$ cat src/rtl/measurement_control_field_params.svh
// register offsets, field positions, reset values and timing counts of measurement control
// assumes inclusion by bare name from the design module
`ifndef MEASUREMENT_CONTROL_FIELD_PARAMS_SVH
`define MEASUREMENT_CONTROL_FIELD_PARAMS_SVH

// ----------------------------------------
// register offsets
// ----------------------------------------
`define ADDR_MODE 8'h08
`define ADDR_CONFIG 8'h09
`define ADDR_IRQ_FLAGS 8'h0a
`define ADDR_QUEUE_FLAGS 8'h0b

// ----------------------------------------
// field positions
// ----------------------------------------
`define BIT_COEF_READY 7
`define BIT_SENSOR_READY 6
`define BIT_TEMP_NEW 5
`define BIT_PRES_NEW 4
`define BIT_IRQ_POLARITY 7
`define BIT_IRQ_FULL_EN 6
`define BIT_IRQ_TEMP_EN 5
`define BIT_IRQ_PRES_EN 4
`define BIT_TEMP_SHIFT 3
`define BIT_PRES_SHIFT 2
`define BIT_QUEUE_EN 1
`define BIT_SPI_3WIRE 0
`define BIT_IRQ_FULL 2
`define BIT_IRQ_TEMP 1
`define BIT_IRQ_PRES 0
`define BIT_QUEUE_FULL 1
`define BIT_QUEUE_EMPTY 0

// ----------------------------------------
// reset values and codes
// ----------------------------------------
`define RESET_CONFIG 8'h00
`define MODE_STANDBY 3'h0
`define MODE_CMD_PRES 3'h1
`define MODE_CMD_TEMP 3'h2
`define MODE_BG_PRES 3'h5
`define MODE_BG_TEMP 3'h6
`define MODE_BG_BOTH 3'h7

// ----------------------------------------
// timing
// ----------------------------------------
`define CLK_MHZ 25
`define MEAS_TIME_US 3600
`define MEAS_CYCLES (`MEAS_TIME_US * `CLK_MHZ)
`define COEF_LOAD_CYCLES 64
`define INIT_CYCLES 256

`endif

$ cat src/rtl/measurement_control_field_pkg.sv
// types shared by the measurement control block
// assumes the params header is on the include path
package measurement_control_field_pkg;
	typedef enum logic [1:0] {ph_idle, ph_pres, ph_temp} phase_t;
	typedef struct packed {
		logic irq_polarity;
		logic irq_full_en;
		logic irq_temperature_en;
		logic irq_pressure_en;
		logic temp_shift;
		logic pres_shift;
		logic queue_en;
		logic spi_3wire;
	} config_t;
	typedef struct packed {
		logic wr;
		logic rd;
		logic [7:0] addr;
		logic [7:0] wdata;
	} reg_req_t;
endpackage

$ cat src/rtl/sensor_measurement_control.sv
// measurement mode, readiness, configuration and interrupt status of the sensor
// assumes a serial front end decodes I2C/SPI into one-cycle register strobes on clk
`timescale 1ns/1ps
`include "measurement_control_field_params.svh"

module sensor_measurement_control
	import measurement_control_field_pkg::*;
#(
	parameter int MEAS_CYCLES = `MEAS_CYCLES
)
(
	input wire logic clk,
	input wire logic resetn,
	input wire reg_req_t reg_req,
	output logic [7:0] reg_rdata,
	input wire logic temp_result_read,
	input wire logic pres_result_read,
	input wire logic queue_full,
	input wire logic queue_empty,
	output logic meas_start_pres,
	output logic meas_start_temp,
	output logic meas_busy,
	output logic temp_shift,
	output logic pres_shift,
	output logic queue_en,
	output logic spi_3wire,
	output logic serial_out_pin_irq
);
	// counters below are sized for these ranges; anything else is refused here
	if (MEAS_CYCLES < 2)
		$error("MEAS_CYCLES too small");
	if (`INIT_CYCLES <= `COEF_LOAD_CYCLES)
		$error("self-init must end after the coefficient load");
	if (`INIT_CYCLES > 32'h0000_01ff)
		$error("self-init count exceeds the start-up counter");

	// ----------------------------------------
	// register access decode
	// ----------------------------------------
	function automatic logic hit(input reg_req_t r, input logic [7:0] a);
		hit = r.addr == a;
	endfunction

	logic wr_mode;
	logic wr_cfg;
	logic rd_irq;
	assign wr_mode = reg_req.wr && hit(reg_req, `ADDR_MODE);
	assign wr_cfg = reg_req.wr && hit(reg_req, `ADDR_CONFIG);
	assign rd_irq = reg_req.rd && hit(reg_req, `ADDR_IRQ_FLAGS);

	config_t cfg;
	logic [2:0] measurement_control_field;
	logic coefficients_loaded;
	logic sensor_ready;
	logic temperature_result_new;
	logic pressure_result_new;
	logic [2:0] interrupt_flags;
	logic [1:0] result_queue_flags;
	logic [8:0] start_count;
	logic full_d;
	logic [31:0] meas_count;
	phase_t phase;
	logic pres_done;
	logic temp_done;

	// ----------------------------------------
	// start-up: coefficient load, then self-init
	// ----------------------------------------
	// the counter freezes once ready so it never wraps back into the load window
	always_ff @(posedge clk)
	begin
		if (!resetn)
			start_count <= 9'h000;
		else if (!sensor_ready)
			start_count <= start_count + 9'h001;
	end

	always_ff @(posedge clk)
	begin
		if (!resetn)
		begin
			coefficients_loaded <= 1'b0;
			sensor_ready <= 1'b0;
		end
		else
		begin
			if (start_count == 9'(`COEF_LOAD_CYCLES))
				coefficients_loaded <= 1'b1;
			if (start_count == 9'(`INIT_CYCLES))
				sensor_ready <= 1'b1;
		end
	end

	// ----------------------------------------
	// configuration register
	// ----------------------------------------
	always_ff @(posedge clk)
	begin
		if (!resetn)
			cfg <= config_t'(`RESET_CONFIG);
		else if (wr_cfg)
			cfg <= config_t'(reg_req.wdata);
	end

	// command codes clear themselves when their single conversion ends
	always_ff @(posedge clk)
	begin
		if (!resetn)
			measurement_control_field <= `MODE_STANDBY;
		else if (wr_mode)
			measurement_control_field <= reg_req.wdata[2:0];
		else if ((pres_done || temp_done) && !measurement_control_field[2])
			measurement_control_field <= `MODE_STANDBY;
	end

	// ----------------------------------------
	// measurement sequencer
	// ----------------------------------------
	// a new mode write aborts the running conversion so standby takes effect at once
	// code 111 runs pressure then temperature, with one idle cycle before the next pair
	assign pres_done = phase == ph_pres && meas_count == 32'(MEAS_CYCLES - 1);
	assign temp_done = phase == ph_temp && meas_count == 32'(MEAS_CYCLES - 1);

	always_ff @(posedge clk)
	begin
		if (!resetn)
		begin
			phase <= ph_idle;
			meas_count <= 32'h0000_0000;
			meas_start_pres <= 1'b0;
			meas_start_temp <= 1'b0;
		end
		else
		begin
			meas_start_pres <= 1'b0;
			meas_start_temp <= 1'b0;
			meas_count <= meas_count + 32'h0000_0001;
			if (wr_mode)
			begin
				phase <= ph_idle;
				meas_count <= 32'h0000_0000;
			end
			else
			begin
				case (phase)
				ph_idle:
				begin
					meas_count <= 32'h0000_0000;
					case (measurement_control_field)
					`MODE_CMD_PRES, `MODE_BG_PRES, `MODE_BG_BOTH:
					begin
						phase <= ph_pres;
						meas_start_pres <= 1'b1;
					end
					`MODE_CMD_TEMP, `MODE_BG_TEMP:
					begin
						phase <= ph_temp;
						meas_start_temp <= 1'b1;
					end
					default:
						phase <= ph_idle;
					endcase
				end
				ph_pres:
				begin
					if (pres_done)
					begin
						meas_count <= 32'h0000_0000;
						if (measurement_control_field == `MODE_BG_BOTH)
						begin
							phase <= ph_temp;
							meas_start_temp <= 1'b1;
						end
						else
							phase <= ph_idle;
					end
				end
				ph_temp:
				begin
					if (temp_done)
					begin
						meas_count <= 32'h0000_0000;
						phase <= ph_idle;
					end
				end
				default:
					phase <= ph_idle;
				endcase
			end
		end
	end

	always_ff @(posedge clk)
	begin
		if (!resetn)
			meas_busy <= 1'b0;
		else
			meas_busy <= phase != ph_idle && !wr_mode;
	end

	// ----------------------------------------
	// result readiness, set wins over clear
	// ----------------------------------------
	always_ff @(posedge clk)
	begin
		if (!resetn)
		begin
			temperature_result_new <= 1'b0;
			pressure_result_new <= 1'b0;
		end
		else
		begin
			if (temp_done)
				temperature_result_new <= 1'b1;
			else if (temp_result_read)
				temperature_result_new <= 1'b0;
			if (pres_done)
				pressure_result_new <= 1'b1;
			else if (pres_result_read)
				pressure_result_new <= 1'b0;
		end
	end

	// ----------------------------------------
	// result queue status
	// ----------------------------------------
	// a disabled queue reads empty and never full, so enabling it while full fires a full edge
	always_ff @(posedge clk)
	begin
		if (!resetn)
		begin
			full_d <= 1'b0;
			result_queue_flags <= 2'h0;
		end
		else
		begin
			full_d <= queue_full && cfg.queue_en;
			result_queue_flags <= {queue_full && cfg.queue_en,
				queue_empty || !cfg.queue_en};
		end
	end

	// ----------------------------------------
	// interrupt flags, cleared on read
	// ----------------------------------------
	always_ff @(posedge clk)
	begin
		if (!resetn)
			interrupt_flags <= 3'h0;
		else
		begin
			// an event in the clearing cycle stays set
			// the full source fires on the rising edge of full, not while it stays full
			interrupt_flags[`BIT_IRQ_FULL] <= (cfg.irq_full_en && queue_full && cfg.queue_en
				&& !full_d) || (interrupt_flags[`BIT_IRQ_FULL] && !rd_irq);
			interrupt_flags[`BIT_IRQ_TEMP] <= (cfg.irq_temperature_en && temp_done)
				|| (interrupt_flags[`BIT_IRQ_TEMP] && !rd_irq);
			interrupt_flags[`BIT_IRQ_PRES] <= (cfg.irq_pressure_en && pres_done)
				|| (interrupt_flags[`BIT_IRQ_PRES] && !rd_irq);
		end
	end

	// ----------------------------------------
	// outputs
	// ----------------------------------------
	logic irq_any;
	assign irq_any = |(interrupt_flags & {cfg.irq_full_en, cfg.irq_temperature_en,
		cfg.irq_pressure_en});

	// polarity is applied after the flags, so flipping it moves the pin at the next edge
	always_ff @(posedge clk)
	begin
		if (!resetn)
			serial_out_pin_irq <= 1'b1;
		else
			serial_out_pin_irq <= irq_any ~^ cfg.irq_polarity;
	end

	// copies lag the register by one cycle so every output stays a flip-flop
	always_ff @(posedge clk)
	begin
		if (!resetn)
		begin
			temp_shift <= 1'b0;
			pres_shift <= 1'b0;
			queue_en <= 1'b0;
			spi_3wire <= 1'b0;
		end
		else
		begin
			temp_shift <= cfg.temp_shift;
			pres_shift <= cfg.pres_shift;
			queue_en <= cfg.queue_en;
			spi_3wire <= cfg.spi_3wire;
		end
	end

	// ----------------------------------------
	// read data, registered
	// ----------------------------------------
	// unmapped addresses and reserved bits read as zero
	always_ff @(posedge clk)
	begin
		if (!resetn)
			reg_rdata <= 8'h00;
		else if (reg_req.rd)
		begin
			case (reg_req.addr)
			`ADDR_MODE:
				reg_rdata <= {coefficients_loaded, sensor_ready, temperature_result_new,
					pressure_result_new, 1'b0, measurement_control_field};
			`ADDR_CONFIG:
				reg_rdata <= cfg;
			`ADDR_IRQ_FLAGS:
				reg_rdata <= {5'h00, interrupt_flags};
			`ADDR_QUEUE_FLAGS:
				reg_rdata <= {6'h00, result_queue_flags};
			default:
				reg_rdata <= 8'h00;
			endcase
		end
	end
endmodule

$ cat config.mk
export PLATFORM = sky130hd
export DESIGN_NAME = sensor_measurement_control
export DESIGN_NICKNAME = d
export VERILOG_FILES = /design/src/rtl/measurement_control_field_pkg.sv /design/src/rtl/sensor_measurement_control.sv
export VERILOG_INCLUDE_DIRS = /design/src /design/src/rtl
export SDC_FILE = /design/constraint.sdc
export NUM_CORES = 1
export LEC_CHECK = 0
export BUFFER_PORTS_ARGS = -buffer_cell sky130_fd_sc_hd__clkbuf_2
export CORE_MARGIN = 5
export CORE_UTILIZATION = 45
export DETAILED_ROUTE_END_ITERATION = 10
export PLACE_DENSITY = 0.6
export SLEW_MARGIN = 20
export SYNTH_ARGS = -nofsm -noshare
export SYNTH_HDL_FRONTEND = slang
export SYNTH_SLANG_ARGS = --single-unit
$ cat constraint.sdc
create_clock -name clk -period 2.41 [get_ports clk]
set_input_delay 0 -clock clk [delete_from_list [all_inputs] [get_ports clk]]
set_output_delay 0 -clock clk [all_outputs]
set_load 0.01 [all_outputs]
; ---- Word level (Yosys, flattened, before mapping)
; Cells that the tools add are included.
[word_totals]
in_bits = 24
output_inout_bits = 16
ff_bits = 80
[op_classes]
addsub = 2
reduce_logical = 37
n_mux = 20
bitwise_logic = 4
n_eq_ne = 16
[op_table]
columns = op, count
row1 = case mux 32 bit (3 select lines), 1
row2 = 2-to-1 mux 32 bit, 2
row3 = adder 32 x 1 -> 32 bit (second input constant), 1
row4 = equality test 32 x 17 -> 1 bit (second input constant), 1
row5 = equality test 8 x 4 -> 1 bit (second input constant), 4
row6 = case mux 8 bit (4 select lines), 1
row7 = logical AND 1 bit, 16
row8 = adder 9 x 1 -> 9 bit (second input constant), 1
row9 = equality test 3 bit (second input constant), 3
row10 = equality test 9 x 7 -> 1 bit (second input constant), 1
row11 = equality test 9 bit (second input constant), 1
row12 = OR reduction 3 bit, 3
row13 = 2-to-1 mux 1 bit, 8
row14 = nonzero test 2 bit, 4
row15 = 2-to-1 mux 2 bit, 3
row16 = 2-to-1 mux 3 bit, 2
row17 = case mux 2 bit (3 select lines), 1
row18 = logical NOT 1 bit, 5
row19 = logical OR 1 bit, 5
row20 = inequality test 2 bit (second input constant), 2
row21 = case mux 2 bit (2 select lines), 1
row22 = OR reduction 2 bit, 2
row23 = AND 3 bit, 1
row24 = equality test 3 x 1 -> 1 bit (second input constant), 1
row25 = other kinds (8), 9

; ---- Longest topological paths before layout
[logic_depth]
depth_word = 6
ltp_mapped = 7
ltp_nobuf = 6

; ---- Least setup slack after synthesis
; Ideal clock, no wire load.
[synth_timing]
path_type = register -> register
startpoint = register meas_count[5]
endpoint = register meas_count[10]
synth_period_minus_slack_ps = 1806
required_time_ps = 2293
path_buffers = 1
t_arrival_ps = 1690
setup_time_ps = 117
path_stages_with_launch = 7
slack_ps = 604
path_cell_list = dfxtp_1 -> nor4_1 -> nand4_1 -> nor4_4 -> maj3_4 -> buf_4 -> nor3_1
[synth_via]
elab_chain_cells = 4
[synth_lines]
columns = element, line
row1 = start: declaration, sensor_measurement_control.sv:61  ; logic [31:0] meas_count;
row2 = start signal: assignment, sensor_measurement_control.sv:137  ; meas_count <= meas_count + 32'h0000_0001;
row3 = branches (longest 3 deep; another with adder 32 x 1 -> 32 bit), --
row4 = case mux 32 bit (3 select lines) (*), sensor_measurement_control.sv:145  ; case (phase)
; Mark *: on every way between the ends.
; A chain may end at the register's enable or synchronous reset.

; ---- Worst setup path after layout
[layout_timing]
startpoint = register meas_count[5]
endpoint = register meas_count[14]
; The elaborated chain is that of the path after synthesis.

==> impl_metrics.py <==
metrics = {
    "worst_setup_path": {
        "cp_max_fo": 14,
        "endpoint_kind": "flip-flop",
        "cp-start-kind": "flip-flop",
        "required_ps": 2620,
        "critPathArrivalTime_ps": 2420,
        "path_cells": "nor4_1, nand4_1, nor4_4, maj3_4, buf_4, nor3_1",
        "critical_path.top_delay_family": "simple AND/OR/NAND/NOR gates",
        "worst-path-buf-inv": 1,
        "critPathKind": "flip-flop to flip-flop",
        "slowest_delay_ps": 520,
        "cpMaxStageDelayCell": "nor4_4",
    },
    "place": {
        "place_congestion": 0.787,
        "port_buffers": 39,
        "hpwl_um": 5300,
    },
    "floorplanning": {
        "die_y_um": 103,
        "start_util_pct": 46.5,
        "die-area_mm2": 0.0105,
        "die_x_um": 103,
        "fp-row-count": 33,
        "coreArea_mm2": 0.00830,
        "ioPinCount": 40,
    },
    "synth": {
        "synthCells": 392,
        "synth_common_cells": "79 x dfxtp_1, 34 x xnor2_1, 25 x inv_1, 25 x nand2_1, 23 x nor3_1",
        "seq_area_frac_synth_pct": 41.0,
        "synth_flop_cell": "dfxtp_1",
        "synth_area_per_cell_um2": 9.84,
        "synth_area_mm2": 0.00386,
        "yosysTopAreaCell": "dfxtp_1",
        "yosys_warnings": 0,
        "syn_nets": 419,
        "synth-edff-count": 0,
        "ys_async_sr_fraction_pct": 0,
        "synthTopCellsByArea": "dfxtp_1 41%, xnor2_1 7.7%, nor3_2 4.7%",
        "synth_cell_types": 55,
        "yosys.area.top_type_share_pct": 41.0,
        "ys_ff_latch": 79,
        "yosysMostFrequentCell": "dfxtp_1",
    },
    "clocking": {
        "cts_resized": 0,
        "tritoncts": "yes",
        "clk_latency_ps": 350,
        "root_buffer": "clkbuf_8",
        "clk_pin_slew_worst_paths_ps": 80,
        "clock-sinks": 79,
        "cts_buffers": 9,
        "cts_max_path_buffers": 2,
        "cts_hold_buf": 12,
        "cts_max_level": 3,
        "cts_setup_buffers": 0,
    },
    "sta": {
        "post-route-period-util_pct": 91.4,
        "fmax_ghz": 0.454,
        "period_needed_ps": 2200,
        "tightestPinTransition_ps": 674,
        "fin_skew_ps": 10.4,
        "hold_viol_final": 0,
        "setup_viol": 0,
        "maxSlewViolCount": 0,
        "whs_ps": 98.8,
        "rsz0062_at_grt": "no",
        "slew_headroom_pct": 55.1,
        "fin_tns_setup_ps": 0,
    },
    "global_route": {
        "grt_pass1_wl_um": 13100,
        "antenna_found_initial": 0,
        "grt_pass1_vias": 2657,
        "grt_overflow": 0,
        "grt_max_degree": 43,
        "grt_usage_pct": 15.7,
    },
    "power_and_ir_drop": {
        "p_per_area_mw_per_mm2": 543,
        "p_clk_share_pct": 40.9,
        "p_leak_uw": 0.00148,
        "ir_drop_mv": 0.300,
        "combPwrFrac_pct": 4.2,
        "total_power_uw": 2400,
        "p_sw_uw": 532,
        "swShare_pct": 22.2,
        "p_int_uw": 1860,
        "power_frac_seq_pct": 54.9,
    },
    "min_path": {
        "hold_class": "input pin to flip-flop",
    },
    "route": {
        "drtAntennaViolNets": 0,
        "wl_per_cell_um": 13.9,
        "drt-vias-per-instance": 5.21,
        "wl_um": 7630,
        "vias": 2855,
        "dr.pass1.iters": 5,
        "drc_errors": 0,
        "drtIter0Drc": 92,
    },
    "layout": {
        "nets": 465,
        "area_growth_syn_to_layout_pct": 14.4,
        "drive_above_1_share_pct": 23.0,
        "n_antenna_cell": 0,
    },
    "flow_run": {
        "maxCapViolations": 0,
    },
    "outcome": {
        "status": "finished, final reports clean",
    },
}
[layout make-up]
type / count / area (um2)
Clock buffer: 11 / 141
Fill cell: 767 / 3880
Multi-Input combinational cell: 268 / 2050
Clock inverter: 5 / 57.6
Timing Repair Buffer: 55 / 358
Tap cell: 105 / 131
Sequential cell: 79 / 1580
Inverter: 25 / 93.8
[power by group through the flow]
stage                     Combinational, uW  Sequential [uW]  Clock (uW)
after floorplan                        54.4             1340           0
after global placement                 85.4             1350           0
after detailed placement               85.0             1350           0
after CTS                               101             1310        1020
after global routing                    111             1320        1090
final                                   100             1310         980
[final timing paths]
| kind | from | endpoint | slack (ps) | cells after the start |
|---|---|---|---|---|
| worst min-delay path | reg_req[17] | measurement_control_field[1]$_SDFFE_PN0P_ | 100 | 4 |
| worst min register to register | interrupt_flags[1]$_SDFF_PN0_ | interrupt_flags[1]$_SDFF_PN0_ | 480 | 2 |
| worst max register to register | meas_count[5]$_SDFF_PP0_ | meas_count[14]$_SDFF_PP0_ | 210 | 6 |
| worst max-delay path | meas_count[5]$_SDFF_PP0_ | meas_count[14]$_SDFF_PP0_ | 210 | 6 |
[worst min-delay path, delay by kind of cell]
family / cells / cell delay (ps)
simple gates: 2 / 240
buf+inv: 1 / 100
compound gates: 1 / 50
[per-layer routing]
layer | vias to the layer above | routed length [um] | track usage (%)
met5 | - | 0 | 0
met4 | 0 | 73 | 3.63
met3 | 7 | 310 | 5.28
met2 | 50 | 3560 | 24.3
met1 | 1334 | 3690 | 21.3
li1 | 1464 | - | -
[state kept, by name, summed over array words and instances (netlist names), 2 cells and up]
| signal | flops |
|---|---|
| meas_count | 32 |
| start_count | 9 |
| cfg | 8 |
| reg_rdata | 8 |
| interrupt_flags | 3 |
| measurement_control_field | 3 |
| phase | 2 |
| result_queue_flags | 2 |
[through the flow]
| stage | setup slack [ps] | instances | utilization (%) | instance area, um2 |
|---|---|---|---|---|
| final | 207 | 548 | 53.2 | 4410 |
| after global routing | 21.6 | 548 | 53.2 | 4410 |
| after CTS | 227 | 548 | 53.2 | 4410 |
| after detailed placement | 254 | 520 | 49.3 | 4100 |
| after global placement | 258 | 520 | 49.3 | 4100 |
| after floorplan | 604 | 392 | - | 3860 |
[logic make-up after synthesis]
kind of cell	count (synthesis)	share of synthesized area, %
buf+inv	45	5.87
compound gates	34	6.32
simple gates	176	32.1
xor+xnor	38	8.63
flops	79	41.0
fa+ha+maj	4	1.33
mux	16	4.80
[cell usage in the layout (no fill, tap or decap), drive strengths merged, types with 14 or more instances in the layout]
| master | Yosys | routed |
|---|---|---|
| mux2i | 14 | 14 |
| inv | 25 | 25 |
| and2 | 18 | 18 |
| nand2 | 26 | 26 |
| nor4 | 15 | 15 |
| clkbuf | 8 | 50 |
| dfxtp | 79 | 79 |
| nor3 | 44 | 44 |
| xnor2 | 34 | 34 |
Power figures use the tool's default switching activity.
